**src/xbar_pkg.sv**
```systemverilog
// Shared constants for the port crossbar decoder
package xbar_pkg;
  // Pin counts: all pins, pins the router may claim, routed signal slots
  localparam int NP = 21;
  localparam int NA = 20;
  localparam int NS = 17;
  // Fixed serial port pins
  localparam int UART_TX_PIN = 4;
  localparam int UART_RX_PIN = 5;
  localparam logic [NA-1:0] UART_MASK = 20'h00030;
  localparam logic [NP-1:0] UART_TX_MASK = 21'h000010;
  // resource_enable_reg_a field positions
  localparam int RA_UART = 0;
  localparam int RA_SPI = 1;
  localparam int RA_SMB0 = 2;
  localparam int RA_SYSCLK = 3;
  localparam int RA_CP0 = 4;
  localparam int RA_CP0A = 5;
  localparam int RA_SMB1 = 6;
  // resource_enable_reg_b field positions
  localparam int RB_PCA_LO = 0;
  localparam int RB_ECI = 3;
  localparam int RB_T0 = 4;
  localparam int RB_T1 = 5;
  localparam int RB_ROUTER_EN = 6;
  localparam int RB_WPU_DIS = 7;
  // PCA channel routing codes
  localparam logic [1:0] PCA_NONE = 2'h0;
  localparam logic [1:0] PCA_ONE = 2'h1;
  localparam logic [1:0] PCA_THREE = 2'h3;
  // ext_interrupt_pin_select field positions
  localparam int EI0_LO = 0;
  localparam int EI1_LO = 4;
  // Routed signal slots in priority order
  localparam int S_SCK = 0;
  localparam int S_MISO = 1;
  localparam int S_MOSI = 2;
  localparam int S_NSS = 3;
  localparam int S_SDA0 = 4;
  localparam int S_SCL0 = 5;
  localparam int S_SDA1 = 6;
  localparam int S_SCL1 = 7;
  localparam int S_CP0 = 8;
  localparam int S_CP0A = 9;
  localparam int S_SYSCLK = 10;
  localparam int S_PCA_CHANNEL0_IO = 11;
  localparam int S_CEX1 = 12;
  localparam int S_CEX2 = 13;
  localparam int S_ECI = 14;
  localparam int S_T0 = 15;
  localparam int S_T1 = 16;
  // Reset values
  localparam logic [NP-1:0] IN_MODE_RST = 21'h1FFFFF;
  localparam logic [NP-1:0] OUT_MODE_RST = 21'h000000;
  localparam logic [NP-1:0] LATCH_RST = 21'h1FFFFF;
  localparam logic [NA-1:0] SKIP_RST = 20'h00000;
  localparam logic [7:0] REG_RST = 8'h00;
endpackage

```
**src/pick_if.sv**
```systemverilog
// Link between one allocation stage and the crossbar chain
`timescale 1ns/1ps
interface pick_if;
  import xbar_pkg::*;
  logic [NA-1:0] mask_in;
  logic req;
  logic [NA-1:0] grant;
  logic [NA-1:0] mask_out;
  modport picker (input mask_in, input req, output grant, output mask_out);
  modport chain (output mask_in, output req, input grant, input mask_out);
endinterface

```
**src/pin_picker.sv**
```systemverilog
// One allocation stage: grants the lowest pin not yet taken
`timescale 1ns/1ps
module pin_picker
  import xbar_pkg::*;
(
  pick_if.picker port
);
  logic [NA-1:0] free;
  logic [NA-1:0] lowest;

  // Lowest free pin; with none free the request stays unrouted
  assign free = ~port.mask_in;
  assign lowest = free & (~free + {{(NA-1){1'b0}}, 1'b1}); // see R1, see R3
  assign port.grant = port.req ? lowest : '0;
  assign port.mask_out = port.mask_in | port.grant;
endmodule

```
**src/port_crossbar_decoder.sv**
```systemverilog
// Priority crossbar routing peripherals onto port pins, with pad mode control
// Contract
// Enabled resources served in priority order, each taking lowest free unskipped pin.
// Enabled UART always sits on P0.4 transmit and P0.5 receive.
// Skipped pins are passed over exactly like taken pins.
// SMBus and UART each claim both their pins together; SMBus data can take the last free pin without its clock.
// SMBus data/clock placement on its two pins follows the swap setting.
// SPI slave select routed only in 4-wire mode.
// Leftover pins act as plain general-purpose pins.
// With router disabled all pins are plain inputs, enables ignored.
// Output drivers off while router disabled.
// Input mode bit 1 digital, 0 analog; reset gives digital.
// Analog pins lose pull-up, output driver and input receiver.
// Output mode bit picks push-pull or open-drain; SMBus always open-drain.
// Weak pull-up on open-drain pins unless disabled; off while driving low.
// Event triggers work on digital pins, skipped or routed, never analog.
// External interrupts select P0 pins; port match covers P0 and P1.
// Software configures modes, skips, enables, then the router enable.
// Software skips pins used by analog, bypassing or GPIO functions.
// Software skips reference, oscillator and conversion-start pins when used.
// Allocation spans P0.0 to P2.3; GPIO spans P0.0 to P2.4.
// Analog pins read back zero.
// Digital pins read back the pad level.
// PCA field routes none, channel 0, channels 0-1, or channels 0-2.
// Allocation recomputed from current settings, no stored history.
// A resource finding no free pin stays unrouted, others undisturbed.
`timescale 1ns/1ps
module port_crossbar_decoder
  import xbar_pkg::*;
(
  input wire logic clk_in,
  input wire logic arst_n_in,
  input wire logic [NP-1:0] pin_input_mode_bits_in,
  input wire logic [NP-1:0] pin_output_mode_bits_in,
  input wire logic [NA-1:0] pin_skip_bits_in,
  input wire logic [NP-1:0] port_latch_in,
  input wire logic [7:0] resource_enable_reg_a_in,
  input wire logic [7:0] resource_enable_reg_b_in,
  input wire logic [1:0] serial_pin_order_swap_in,
  input wire logic slave_select_mode_in,
  input wire logic [7:0] ext_interrupt_pin_select_in,
  input wire logic [7:0] match_value_port0_in,
  input wire logic [7:0] match_mask_port0_in,
  input wire logic [7:0] match_value_port1_in,
  input wire logic [7:0] match_mask_port1_in,
  input wire logic uart_transmit_line_in,
  input wire logic [NS-1:0] periph_out_in,
  input wire logic [NS-1:0] periph_oe_in,
  input wire logic [NP-1:0] pad_in,
  output logic [NP-1:0] pad_out_out,
  output logic [NP-1:0] pad_oe_out,
  output logic [NP-1:0] pad_pullup_out,
  output logic [NP-1:0] port_read_out,
  output logic [NA-1:0] pin_routed_out,
  output logic [NS-1:0] periph_in_out,
  output logic uart_receive_line_out,
  output logic [1:0] ext_int_out,
  output logic port_mismatch_out
);
  logic [NP-1:0] cfg_in_mode;
  logic [NP-1:0] cfg_out_mode;
  logic [NA-1:0] cfg_skip;
  logic [NP-1:0] cfg_latch;
  logic [7:0] cfg_a;
  logic [7:0] cfg_b;
  logic [1:0] cfg_swap;
  logic cfg_nss4;
  logic [7:0] cfg_eisel;
  logic [31:0] cfg_match;
  logic [NP-1:0] sync1;
  logic [NP-1:0] sync2;
  logic [NP-1:0] sync3;
  logic [NP-1:0] pad_lvl;

  // Settings captured every cycle; mode bits come up digital
  always_ff @(posedge clk_in or negedge arst_n_in) begin
    if (!arst_n_in) begin
      cfg_in_mode <= IN_MODE_RST;
      cfg_out_mode <= OUT_MODE_RST;
      cfg_skip <= SKIP_RST;
      cfg_latch <= LATCH_RST;
      cfg_a <= REG_RST;
      cfg_b <= REG_RST;
      cfg_swap <= 2'h0;
      cfg_nss4 <= 1'b0;
      cfg_eisel <= 8'h00;
      cfg_match <= 32'h00000000;
    end else begin
      cfg_in_mode <= pin_input_mode_bits_in;
      cfg_out_mode <= pin_output_mode_bits_in;
      cfg_skip <= pin_skip_bits_in;
      cfg_latch <= port_latch_in;
      cfg_a <= resource_enable_reg_a_in;
      cfg_b <= resource_enable_reg_b_in;
      cfg_swap <= serial_pin_order_swap_in;
      cfg_nss4 <= slave_select_mode_in;
      cfg_eisel <= ext_interrupt_pin_select_in;
      cfg_match <= {match_mask_port1_in, match_value_port1_in,
                    match_mask_port0_in, match_value_port0_in};
    end
  end

  // Pad synchroniser; level follows once stages two and three agree
  logic [NP-1:0] next_lvl;
  assign next_lvl = (sync2 & sync3) | (pad_lvl & (sync2 ^ sync3));
  always_ff @(posedge clk_in or negedge arst_n_in) begin
    if (!arst_n_in) begin
      sync1 <= '0;
      sync2 <= '0;
      sync3 <= '0;
      pad_lvl <= '0;
    end else begin
      sync1 <= pad_in;
      sync2 <= sync1;
      sync3 <= sync2;
      pad_lvl <= next_lvl;
    end
  end

  // Resource requests, all gated by the router enable
  logic xbar_on;
  logic wpu_dis;
  logic uart_on;
  logic spi_on;
  logic [1:0] pca_sel;
  logic [NS-1:0] req;
  assign xbar_on = cfg_b[RB_ROUTER_EN];
  assign wpu_dis = cfg_b[RB_WPU_DIS];
  assign uart_on = xbar_on & cfg_a[RA_UART];
  assign spi_on = xbar_on & cfg_a[RA_SPI];
  assign pca_sel = cfg_b[RB_PCA_LO +: 2];
  assign req[S_SCK] = spi_on;
  assign req[S_MISO] = spi_on;
  assign req[S_MOSI] = spi_on;
  assign req[S_NSS] = spi_on & cfg_nss4;
  assign req[S_SDA0] = xbar_on & cfg_a[RA_SMB0];
  assign req[S_SCL0] = xbar_on & cfg_a[RA_SMB0];
  assign req[S_SDA1] = xbar_on & cfg_a[RA_SMB1];
  assign req[S_SCL1] = xbar_on & cfg_a[RA_SMB1];
  assign req[S_CP0] = xbar_on & cfg_a[RA_CP0];
  assign req[S_CP0A] = xbar_on & cfg_a[RA_CP0A];
  assign req[S_SYSCLK] = xbar_on & cfg_a[RA_SYSCLK];
  assign req[S_PCA_CHANNEL0_IO] = xbar_on & (pca_sel != PCA_NONE);
  assign req[S_CEX1] = xbar_on & (pca_sel > PCA_ONE);
  assign req[S_CEX2] = xbar_on & (pca_sel == PCA_THREE);
  assign req[S_ECI] = xbar_on & cfg_b[RB_ECI];
  assign req[S_T0] = xbar_on & cfg_b[RB_T0];
  assign req[S_T1] = xbar_on & cfg_b[RB_T1];

  // Starting mask: skipped pins plus the fixed serial pair
  logic [NA-1:0] base_mask;
  assign base_mask = cfg_skip | (uart_on ? UART_MASK : '0); // see R2, see R3

  // Allocation chain, purely combinational from current settings
  pick_if link [NS] ();
  logic [NA-1:0] gmat [NS];
  logic [NA-1:0] emat [NS];
  genvar s;
  genvar p;
  genvar q;
  generate
    for (s = 0; s < NS; s++) begin : g_slot
      localparam int PART = (s >= S_SDA0 && s <= S_SCL1) ? (s ^ 1) : s;
      localparam bit IS0 = (s == S_SDA0) || (s == S_SCL0);
      localparam bit IS1 = (s == S_SDA1) || (s == S_SCL1);
      logic swp;
      assign link[s].req = req[s];
      if (s == 0) begin : g_first
        assign link[s].mask_in = base_mask;
      end else begin : g_next
        assign link[s].mask_in = link[s-1].mask_out;
      end
      pin_picker u_pick (
        .port(link[s])
      );
      assign gmat[s] = link[s].grant;
      // Data and clock exchange pins under the swap setting
      assign swp = (IS0 & cfg_swap[0]) | (IS1 & cfg_swap[1]);
      assign emat[s] = swp ? gmat[PART] : gmat[s];
    end
  endgenerate

  // Per-pin view of the routed resources
  logic [NA-1:0] res_own;
  logic [NA-1:0] res_val;
  logic [NA-1:0] res_drv;
  logic [NA-1:0] smb_mask;
  generate
    for (p = 0; p < NA; p++) begin : g_pin
      logic [NS-1:0] col;
      for (q = 0; q < NS; q++) begin : g_col
        assign col[q] = emat[q][p];
      end
      assign res_own[p] = |col;
      assign res_val[p] = |(col & periph_out_in);
      assign res_drv[p] = |(col & periph_oe_in);
    end
  endgenerate
  assign smb_mask = emat[S_SDA0] | emat[S_SCL0] | emat[S_SDA1] | emat[S_SCL1];

  // Drive request and value per pin; unclaimed pins follow the latch
  logic [NP-1:0] own_np;
  logic [NP-1:0] gpio;
  logic [NP-1:0] want;
  logic [NP-1:0] val;
  logic [NP-1:0] tx_mask;
  logic [NP-1:0] pp;
  logic [NP-1:0] act;
  logic [NP-1:0] next_oe;
  logic [NP-1:0] next_out;
  logic [NP-1:0] next_pull;
  logic [NP-1:0] rd_lvl;
  assign own_np = {1'b0, res_own | (uart_on ? UART_MASK : '0)};
  assign gpio = ~own_np;
  assign tx_mask = uart_on ? UART_TX_MASK : '0;
  assign want = gpio | {1'b0, res_drv} | tx_mask;
  assign val = (gpio & cfg_latch) | {1'b0, res_val & res_own}
             | (uart_transmit_line_in ? tx_mask : '0);
  assign pp = cfg_out_mode & ~{1'b0, smb_mask};
  assign act = cfg_in_mode & {NP{xbar_on}} & want; // see R9
  assign next_oe = act & (pp | ~val);
  assign next_out = act & pp & val;
  assign next_pull = cfg_in_mode & ~{NP{wpu_dis}} & ~pp & ~(next_oe & ~next_out);
  assign rd_lvl = pad_lvl & cfg_in_mode; // see R20

  // Event triggers on digital pins only
  logic [2:0] ei0_sel;
  logic [2:0] ei1_sel;
  logic [1:0] next_ei;
  logic [15:0] mval;
  logic [15:0] mmask;
  logic next_mis;
  logic [NS-1:0] next_pin;
  assign ei0_sel = cfg_eisel[EI0_LO +: 3];
  assign ei1_sel = cfg_eisel[EI1_LO +: 3];
  assign next_ei = {rd_lvl[ei1_sel], rd_lvl[ei0_sel]}; // see R14
  assign mval = {cfg_match[23:16], cfg_match[7:0]};
  assign mmask = {cfg_match[31:24], cfg_match[15:8]};
  assign next_mis = |((rd_lvl[15:0] ^ mval) & mmask & cfg_in_mode[15:0]);
  generate
    for (s = 0; s < NS; s++) begin : g_rx
      assign next_pin[s] = |(emat[s] & rd_lvl[NA-1:0]);
    end
  endgenerate

  // Output registers
  always_ff @(posedge clk_in or negedge arst_n_in) begin
    if (!arst_n_in) begin
      pad_out_out <= '0;
      pad_oe_out <= '0;
      pad_pullup_out <= '0;
      port_read_out <= '0;
      pin_routed_out <= '0;
      periph_in_out <= '0;
      uart_receive_line_out <= 1'b0;
      ext_int_out <= 2'h0;
      port_mismatch_out <= 1'b0;
    end else begin
      pad_out_out <= next_out;
      pad_oe_out <= next_oe;
      pad_pullup_out <= next_pull;
      port_read_out <= rd_lvl;
      pin_routed_out <= own_np[NA-1:0];
      periph_in_out <= next_pin;
      uart_receive_line_out <= rd_lvl[UART_RX_PIN] & uart_on;
      ext_int_out <= next_ei;
      port_mismatch_out <= next_mis;
    end
  end

  // Checks
  a_router_off_quiet: assert property (@(posedge clk_in) disable iff (!arst_n_in)
    !$past(xbar_on) |-> (pad_oe_out == '0 && pin_routed_out == '0))
    else $error("pins driven or routed while router disabled");
  a_no_drive_off: assert property (@(posedge clk_in) disable iff (!arst_n_in)
    !xbar_on ##1 !xbar_on |-> pad_out_out == '0)
    else $error("output value present while router disabled");
  a_analog_quiet: assert property (@(posedge clk_in) disable iff (!arst_n_in)
    ((pad_oe_out | pad_pullup_out) & ~$past(cfg_in_mode)) == '0)
    else $error("analog pin has driver or pull-up");
  a_analog_reads_zero: assert property (@(posedge clk_in) disable iff (!arst_n_in)
    (port_read_out & ~$past(cfg_in_mode)) == '0)
    else $error("analog pin reads nonzero");
  a_digital_reads_pad: assert property (@(posedge clk_in) disable iff (!arst_n_in)
    $past(cfg_in_mode[0]) |-> port_read_out[0] == $past(pad_lvl[0]))
    else $error("digital pin read differs from pad level");
  a_uart_fixed_pins: assert property (@(posedge clk_in) disable iff (!arst_n_in)
    $past(uart_on) |-> pin_routed_out[UART_TX_PIN] && pin_routed_out[UART_RX_PIN]
      && uart_receive_line_out == $past(pad_lvl[UART_RX_PIN] & cfg_in_mode[UART_RX_PIN]))
    else $error("uart not on its fixed pins");
  a_skip_never_routed: assert property (@(posedge clk_in) disable iff (!arst_n_in)
    (res_own & cfg_skip) == '0)
    else $error("skipped pin was granted");
  a_first_lowest: assert property (@(posedge clk_in) disable iff (!arst_n_in)
    spi_on && base_mask != '1 |-> gmat[S_SCK] == (~base_mask & (base_mask + 20'h00001)))
    else $error("first resource not on lowest free pin");
  a_smb_pair: assert property (@(posedge clk_in) disable iff (!arst_n_in)
    (gmat[S_SCL0] != '0) |-> (gmat[S_SDA0] != '0))
    else $error("smbus clock placed without data");
  a_smb_open_drain: assert property (@(posedge clk_in) disable iff (!arst_n_in)
    ##1 ($past({1'b0, smb_mask}) & pad_out_out) == '0)
    else $error("smbus pin driven high");
  a_pullup_low_off: assert property (@(posedge clk_in) disable iff (!arst_n_in)
    (pad_pullup_out & pad_oe_out & ~pad_out_out) == '0)
    else $error("pull-up on while driving low");
  a_nss_three_wire: assert property (@(posedge clk_in) disable iff (!arst_n_in)
    !cfg_nss4 |-> gmat[S_NSS] == '0)
    else $error("slave select routed in 3-wire mode");
  a_pca_one_channel: assert property (@(posedge clk_in) disable iff (!arst_n_in)
    pca_sel == PCA_ONE |-> gmat[S_CEX1] == '0 && gmat[S_CEX2] == '0)
    else $error("extra pca channel routed");
  c_uart_routed: cover property (@(posedge clk_in) disable iff (!arst_n_in) uart_on ##1 pad_oe_out[UART_TX_PIN]);
  c_smb_swapped: cover property (@(posedge clk_in) disable iff (!arst_n_in) cfg_swap[0] && req[S_SDA0]);
  c_spi_four_wire: cover property (@(posedge clk_in) disable iff (!arst_n_in) gmat[S_NSS] != '0);
  c_mismatch: cover property (@(posedge clk_in) disable iff (!arst_n_in) $rose(port_mismatch_out));
endmodule

```
**config.mk**
```make
export PLATFORM = sky130hd
export DESIGN_NAME = port_crossbar_decoder
export DESIGN_NICKNAME = d
export VERILOG_FILES = /design/src/xbar_pkg.sv /design/src/pick_if.sv /design/src/pin_picker.sv /design/src/port_crossbar_decoder.sv
export SDC_FILE = /design/constraint.sdc
export NUM_CORES = 1
export LEC_CHECK = 0
export BUFFER_PORTS_ARGS = -buffer_cell sky130_fd_sc_hd__buf_2
export CORE_MARGIN = 1
export CORE_UTILIZATION = 29
export CTS_CLUSTER_SIZE = 40
export DETAILED_ROUTE_END_ITERATION = 7
export PLACE_DENSITY = 0.54
export RECOVER_POWER = 25
export SYNTH_ARGS = -nofsm -noshare
export SYNTH_HDL_FRONTEND = slang
export SYNTH_SLANG_ARGS = --single-unit
export TNS_END_PERCENT = 30
```
**constraint.sdc**
```tcl
create_clock -name clk_in -period 7.9 [get_ports clk_in]
set_clock_uncertainty 0.05 [all_clocks]
set_input_delay 1.975 -clock clk_in [delete_from_list [all_inputs] [get_ports clk_in]]
set_output_delay 1.975 -clock clk_in [all_outputs]
set_load 0.01 [all_outputs]
```
**After elaboration in Yosys (flattened, before gate mapping)**

Cells that the tools add are included.
W data, S select, Z words.

- Word-level logic and storage cells: 327
- Register bits: 349
- Input port bits: 200

- Reduce and logical (&&, ||, !) cells: 79
- Bitwise gates (word level): 176
- Add/subtract/negate cells: 17
- Magnitude comparators: 3
- Equal/unequal tests: 1
- Multiplexer cells: 28

Operator list:

| operator | number |
|---|---|
| $reduce_or A17 Y1 | 60 |
| $and A20 B20 Y20 | 35 |
| $and A17 B17 Y17 | 40 |
| $not A20 Y20 | 34 |
| $mux W20 | 21 |
| $or A20 B20 Y20 | 20 |
| $add A20 B1 Y20 const B | 17 |
| $reduce_or A20 Y1 | 17 |
| $and A21 B21 Y21 | 14 |
| $not A21 Y21 | 5 |
| $not A20 Y21 | 2 |
| $or A21 B20 Y21 | 2 |
| $or A21 B21 Y21 | 2 |
| $or A21 B5 Y21 | 2 |
| $and A16 B16 Y16 | 2 |
| $xor A21 B21 Y21 | 1 |
| $or A20 B6 Y20 | 1 |
| $reduce_or A16 Y1 | 1 |
| $xor A16 B16 Y16 | 1 |
| $and A1 B1 Y1 | 15 |
| $lt A3 B6 Y1 const B | 2 |
| $mux W5 | 2 |
| $bmux W1 S3 | 2 |
| $mux W6 | 1 |
| other kinds (4) | 5 |

**Logic depth before layout (Yosys ltp)**

- Depth in word-level cells: 116
- Mapped depth: 35
- Mapped depth without buffers: 25

**Hierarchy**

From an unflattened synthesis, not the netlist that was laid out.

- Cells, all modules: 3096
- Area total of the unflattened synthesis: 27697.8 um^2

Modules (own cells, without submodules):

| module | area an instance (um^2) | times used | cells each | seq. area each (um^2) |
|---|---|---|---|---|
| port_crossbar_decoder | 19615.1 | 1 | 1872 | 8735.9 |
| pin_picker | 475.5 | 17 | 72 | 0.0 |

**Worst setup path before layout**

OpenSTA, ideal clock, no wires.

- Kind: register to register
- From: reg cfg_b[6]
- To: reg pad_pullup_out[18]
- Buffers on the path: 7
- Arrival: 6.431 ns
- Setup slack: 1.298 ns
- Library setup time: 0.122 ns
- Cell stages (with the launch flop): 32
- Clock period less this slack: 6.602 ns
- Data required time: 7.728 ns
- Cells stage by stage: dfrtp_1 -> buf_6 -> buf_8 -> and3_1 -> buf_2 -> and2_4 -> nor3_2 -> or4_1 -> buf_4 -> and4_1 -> buf_6 -> a211oi_1 -> nor2_1 -> a211oi_1 -> nor2_1 -> a311oi_4 -> o31ai_2 -> a21o_1 -> a221o_1 -> buf_2 -> o21ai_1 -> a211o_2 -> nand2_2 -> maj3_1 -> a32oi_2 -> and2_1 -> buf_2 -> a21oi_1 -> or2_1 -> or3_1 -> a31o_1 -> o2111a_1

- Cells in the longest elaborated chain, start to end: 116

Ends and longest elaborated chain:

| element | line | text |
|---|---|---|
| start: declaration | port_crossbar_decoder.sv:65 | `logic [7:0] cfg_b;` |
| start signal: assignment | port_crossbar_decoder.sv:94 | `cfg_b <= resource_enable_reg_b_in;` |
| $and A1 B1 Y1 | port_crossbar_decoder.sv:129 | `assign uart_on = xbar_on & cfg_a[RA_UART];` |
| $mux W6 | port_crossbar_decoder.sv:152 | `assign base_mask = cfg_skip \| (uart_on ? UART_MASK : '0);` |
| $or A20 B20 Y20 | port_crossbar_decoder.sv:152 |  |
| $not A20 Y20 | pin_picker.sv:12 | `assign free = ~port.mask_in;` |
| $not A20 Y20 | pin_picker.sv:13 | `assign lowest = free & (~free + {{(NA-1){1'b0}}, 1'b1});` |
| $add A20 B1 Y20 | pin_picker.sv:13 |  |
| $and A20 B20 Y20 | pin_picker.sv:13 |  |
| $mux W20 | pin_picker.sv:14 | `assign port.grant = port.req ? lowest : '0;` |
| [... 101 more ...] | n/a |  |
| $or A21 B5 Y21 or $and A21 B21 Y21 (tied branches) | port_crossbar_decoder.sv:218, port_crossbar_decoder.sv:220 |  |
| $not A21 Y21 or $and A21 B21 Y21 (tied branches) | port_crossbar_decoder.sv:221, port_crossbar_decoder.sv:222 |  |
| $or A21 B21 Y21 or $and A21 B21 Y21 (tied branches) | port_crossbar_decoder.sv:221, port_crossbar_decoder.sv:222 |  |
| $and A21 B21 Y21 or $not A21 Y21 (tied branches) | port_crossbar_decoder.sv:221, port_crossbar_decoder.sv:223 |  |
| $and A21 B21 Y21 | port_crossbar_decoder.sv:223 | `assign next_pull = cfg_in_mode & ~{NP{wpu_dis}} & ~pp & ~(next_oe & ~next_out);` |
| $not A21 Y21 | port_crossbar_decoder.sv:223 |  |
| $and A21 B21 Y21 * | port_crossbar_decoder.sv:223 |  |
| net next_pull[18] | port_crossbar_decoder.sv:211 | `logic [NP-1:0] next_pull;` |
| end signal: assignment | port_crossbar_decoder.sv:261 | `pad_pullup_out <= next_pull;` |
| end: declaration | port_crossbar_decoder.sv:52 | `output logic [NP-1:0] pad_pullup_out,` |

The timed path passes the listed nets; every way through them passes the cells marked *.

**Worst setup path after layout**

- From: reg cfg_skip[0]
- To: reg pad_pullup_out[18]

- Cells in the longest elaborated chain, start to end: 114

Ends and longest elaborated chain:

| element | line | text |
|---|---|---|
| start: declaration | port_crossbar_decoder.sv:62 | `logic [NA-1:0] cfg_skip;` |
| start signal: assignment | port_crossbar_decoder.sv:91 | `cfg_skip <= pin_skip_bits_in;` |
| $or A20 B20 Y20 * | port_crossbar_decoder.sv:152 |  |
| $not A20 Y20 | pin_picker.sv:12 |  |
| $not A20 Y20 | pin_picker.sv:13 |  |
| $add A20 B1 Y20 | pin_picker.sv:13 |  |
| $and A20 B20 Y20 | pin_picker.sv:13 |  |
| $mux W20 | pin_picker.sv:14 |  |
| $or A20 B20 Y20 | pin_picker.sv:15 | `assign port.mask_out = port.mask_in \| port.grant;` |
| $not A20 Y20 | pin_picker.sv:12 |  |
| [... 99 more ...] | n/a |  |
| $or A21 B5 Y21 or $and A21 B21 Y21 (tied branches) | port_crossbar_decoder.sv:218, port_crossbar_decoder.sv:220 |  |
| $not A21 Y21 or $and A21 B21 Y21 (tied branches) | port_crossbar_decoder.sv:221, port_crossbar_decoder.sv:222 |  |
| $or A21 B21 Y21 or $and A21 B21 Y21 (tied branches) | port_crossbar_decoder.sv:221, port_crossbar_decoder.sv:222 |  |
| $and A21 B21 Y21 or $not A21 Y21 (tied branches) | port_crossbar_decoder.sv:221, port_crossbar_decoder.sv:223 |  |
| $and A21 B21 Y21 | port_crossbar_decoder.sv:223 |  |
| $not A21 Y21 | port_crossbar_decoder.sv:223 |  |
| $and A21 B21 Y21 * | port_crossbar_decoder.sv:223 |  |
| net next_pull[18] | port_crossbar_decoder.sv:211 |  |

Marked as above.

==> metrics <==
status complete, but fails checks; r2r endpoint pad_pullup_out[18]; Highest Clock Rate ~130 MHz; CP startpoint kind flop; Leak 15.1 nW; WHS Endpoint sync2[4]; 1st-pass router iterations 8; Setup Crit Path Kind flop to flop; CTS buffer count 39; Hold Startpoint sync1[4]; GRT Overall Usage 25.6%; Synth area leaders dfrtp_1 27%, nand2_1 5.8%, a221oi_1 5.3%, nor2_1 4.3%, a21oi_1 4.2%; Peak VDD IR 132 uV; sequential fraction of the synthesis area 30.7%; footprint of the multi-input gates 0.0187 mm^2; RSZ-0062 raised after global routing true; first-pass GRT wire length around 200000 um; post-placement cell area 0.0342 mm^2; Clk pin slew, worst setup/hold paths approximately 0.06 ns; Synth top cells by count 437 x nand2_1, 328 x nor2_1, 305 x dfrtp_1, 238 x a21oi_1, 176 x nor3_1; Post-synth EDFFs 0; WL/cell 24.0 um; Top-Level Pins roughly 330; crit-path max cell delay 0.56 ns; compound-cell area share of the yosys netlist 34.8%; Setup Viol. Count Final 0; clk sinks 347; Via density 5.95; drt total wl 132000 um; fin. max-slew vios 23; row count about 110; crit path DAT 7.93 ns; Die Area 0.0993 mm^2; largest area contributor in the netlist dfrtp_1; most common cell in the netlist nand2_1; Final Net Count 4388; critical path peak fanout 11; failing checks design-rule violations, max-capacitance violations, max-slew violations; CP required 8.30 ns; syn_nets 3764; #FFs+latches synth 347; pin count of the biggest net entering global routing 163; worst slew pin tran 1.69 ns; worst reg2reg path depth 32; Post-route DRC 16; Main synth FF type dfrtp_1; Placer Congestion 0.965; gr ovfl total 0; H-tree depth 2; fin crit share 95.3%; layout cells sized above 1 a little over a quarter; Final HPWL DP between 100000 and 150000 um; synth-to-layout area growth 26.7%; CP Capture Type flop; Layout Cells excl Fill roughly 5500; slowest cell on the critical path dfrtp_4; largest family of logic cells by synthesized area compound AO/OA/AOI/OAI gates; worst hold path class flop to flop; Async SR Flop Fraction 100%; initial antenna violation count 11; vias in the first global route 31232; CTS tree yes; register area 0.00875 mm^2; Skew-Pair Late Insertion Delay between 0.5 and 0.6 ns; power density over the cells 150 mW/mm^2; Post-Synth XOR/XNOR Area 0.924%; setup ws final 0.371 ns; hold path depth 0; Total Power between 0.005 and 0.006 W; Final Util 37.2%; core region area 0.0969 mm^2; Final ANT Viol Nets 0; reg2reg setup slack about 0.37 ns; I/O Buffers 320; count of final hold-check violations 0; starting density of the core 29.4%; Max Root-Sink Buffers 3; Post-Synth Adder-Cell Area 1.65%; width of the die 315 um; area of the mapped netlist 0.0284 mm^2; reg2reg start cfg_skip[0]; post-synth top area share 26.8%; multiplexer share of the synthesized area approximately 1.9%; post-route cell area 0.0360 mm^2; Post-Synth Simple-Gate Area 25.3%; initial DRC count 3416; DIE HEIGHT around 320 um; min Tclk post-route 7.53 ns; Post-Syn Instances 3543; Syn Area/Cell 8.03 um^2; Root Driver clkbuf_16; Place WS 0.126 ns; Placed Cells 5388; total of max-cap violations 1; Slew headroom -12.7%; synth warn 0; Hold Buf Count CTS 0; via count 32571; Synth cell types 128; FILL cells between 10000 and 15000; cell mode on critical path buf_4
cell usage in the layout (no fill, tap or decap), types with 19 or more instances in the layout:
cell type	n
xor2_1	19
a31oi_1	40
a211oi_1	36
a221o_1	104
nor4_1	51
nand4_1	36
nor2_1	326
o21ai_1	38
o22ai_1	24
a22oi_1	67
clkbuf_16	40
a211oi_2	21
and3_1	35
a21o_1	45
ha_1	21
a21oi_1	231
o211ai_1	42
clkbuf_1	19
buf_2	310
o21ai_0	145
inv_1	69
nor3_1	170
dfrtp_1	297
o21a_1	26
nand2_1	436
a221oi_1	172
or4_1	23
dfstp_2	34
buf_4	482
a222oi_1	19
mux2i_1	36
and2_1	32
nand2b_1	24
nand3_1	171
where the power goes:
group          leakage [nW]  switching [W]  internal, W
sequential             4.21      0.0000715      0.00190
clock                 0.669       0.000770      0.00116
combinational          10.2       0.000961     0.000527
total                  15.1        0.00180      0.00359
what timing repair did:
| item | CTS | global route |
|---|---|---|
| endpoints found under the setup margin | 0 | 24 |
| buffers inserted | 0 | 13 |
| resized for setup | 0 | 69 |
cell type report:
| class | instances | area share [%] |
|---|---|---|
| Clock inverter | 19 | 0.695 |
| Multi-Input combinational cell | 2892 | 51.8 |
| Clock buffer | 53 | 3.11 |
| Antenna cell | 3 | 0.0208 |
| Timing Repair Buffer | 814 | 14.9 |
| Inverter | 73 | 0.761 |
| Sequential cell | 347 | 24.3 |
| Tap cell | 1276 | 4.43 |
per-layer routing:
layer  vias up  part of all wire [%]  global-route usage (%)  wire length [um]
met3       287                   6.3                    2.53              8250
met2      1353                    48                    43.4             63200
li1      15089                     -                       -                 -
met1     15840                    41                    32.5             53400
met4         2                   5.2                    12.2              6850
met5         -                0.0099                       0                13
sequential cells by signal, indices dropped and copies added (netlist names):
name                   cells
sync1                     21
cfg_latch                 21
pad_lvl                   21
pad_oe_out                21
sync3                     21
cfg_skip                  20
cfg_eisel                  6
pad_pullup_out            21
pad_out_out               21
cfg_in_mode               21
pin_routed_out            20
port_read_out             21
cfg_swap                   2
cfg_out_mode              21
port_mismatch_out          1
cfg_nss4                   1
ext_int_out                2
cfg_a                      7
cfg_match                 32
cfg_b                      7
periph_in_out             17
uart_receive_line_out      1
sync2                     21
cell families after synthesis:
group                      after synthesis
adders and majority gates               41
buffers and inverters                  304
and+or+nand+nor                       1476
AOI/OAI and AO/OA                     1297
DFF                                    347
muxes                                   48
xor gates and xnor gates                30
worst max-delay path: cells and delay by family (launching register included):
kind	cells	cell delay [ns]
AOI/OAI and AO/OA	14	3.54
and+or+nand+nor	9	1.58
DFF	1	0.56
adders and majority gates	1	0.33
buffers and inverters	8	1.32
per-stage QoR:
step | TNS, ns | hold WS, ns
2_1_floorplan | 0 | 0.281
3_3_place_gp | 0 | 0.282
3_5_place_dp | 0 | 0.285
4_1_cts | 0 | 0.267
5_1_grt | -0.00354 | 0.291
6_report | 0 | 0.279
worst max-delay path by stage:
stage | from | to | slack (ns)
after global placement | cfg_b[6] | pad_pullup_out[18] | 0.14
after floorplan | cfg_b[6] | pad_pullup_out[18] | 1.30
after global routing | cfg_skip[2] | pad_pullup_out[18] | -0.004
final | cfg_skip[0] | pad_pullup_out[18] | 0.37
after CTS | cfg_b[6] | pad_pullup_out[18] | 0.06
after detailed placement | cfg_b[6] | pad_pullup_out[18] | 0.13
(Power assumes the default switching activity.)
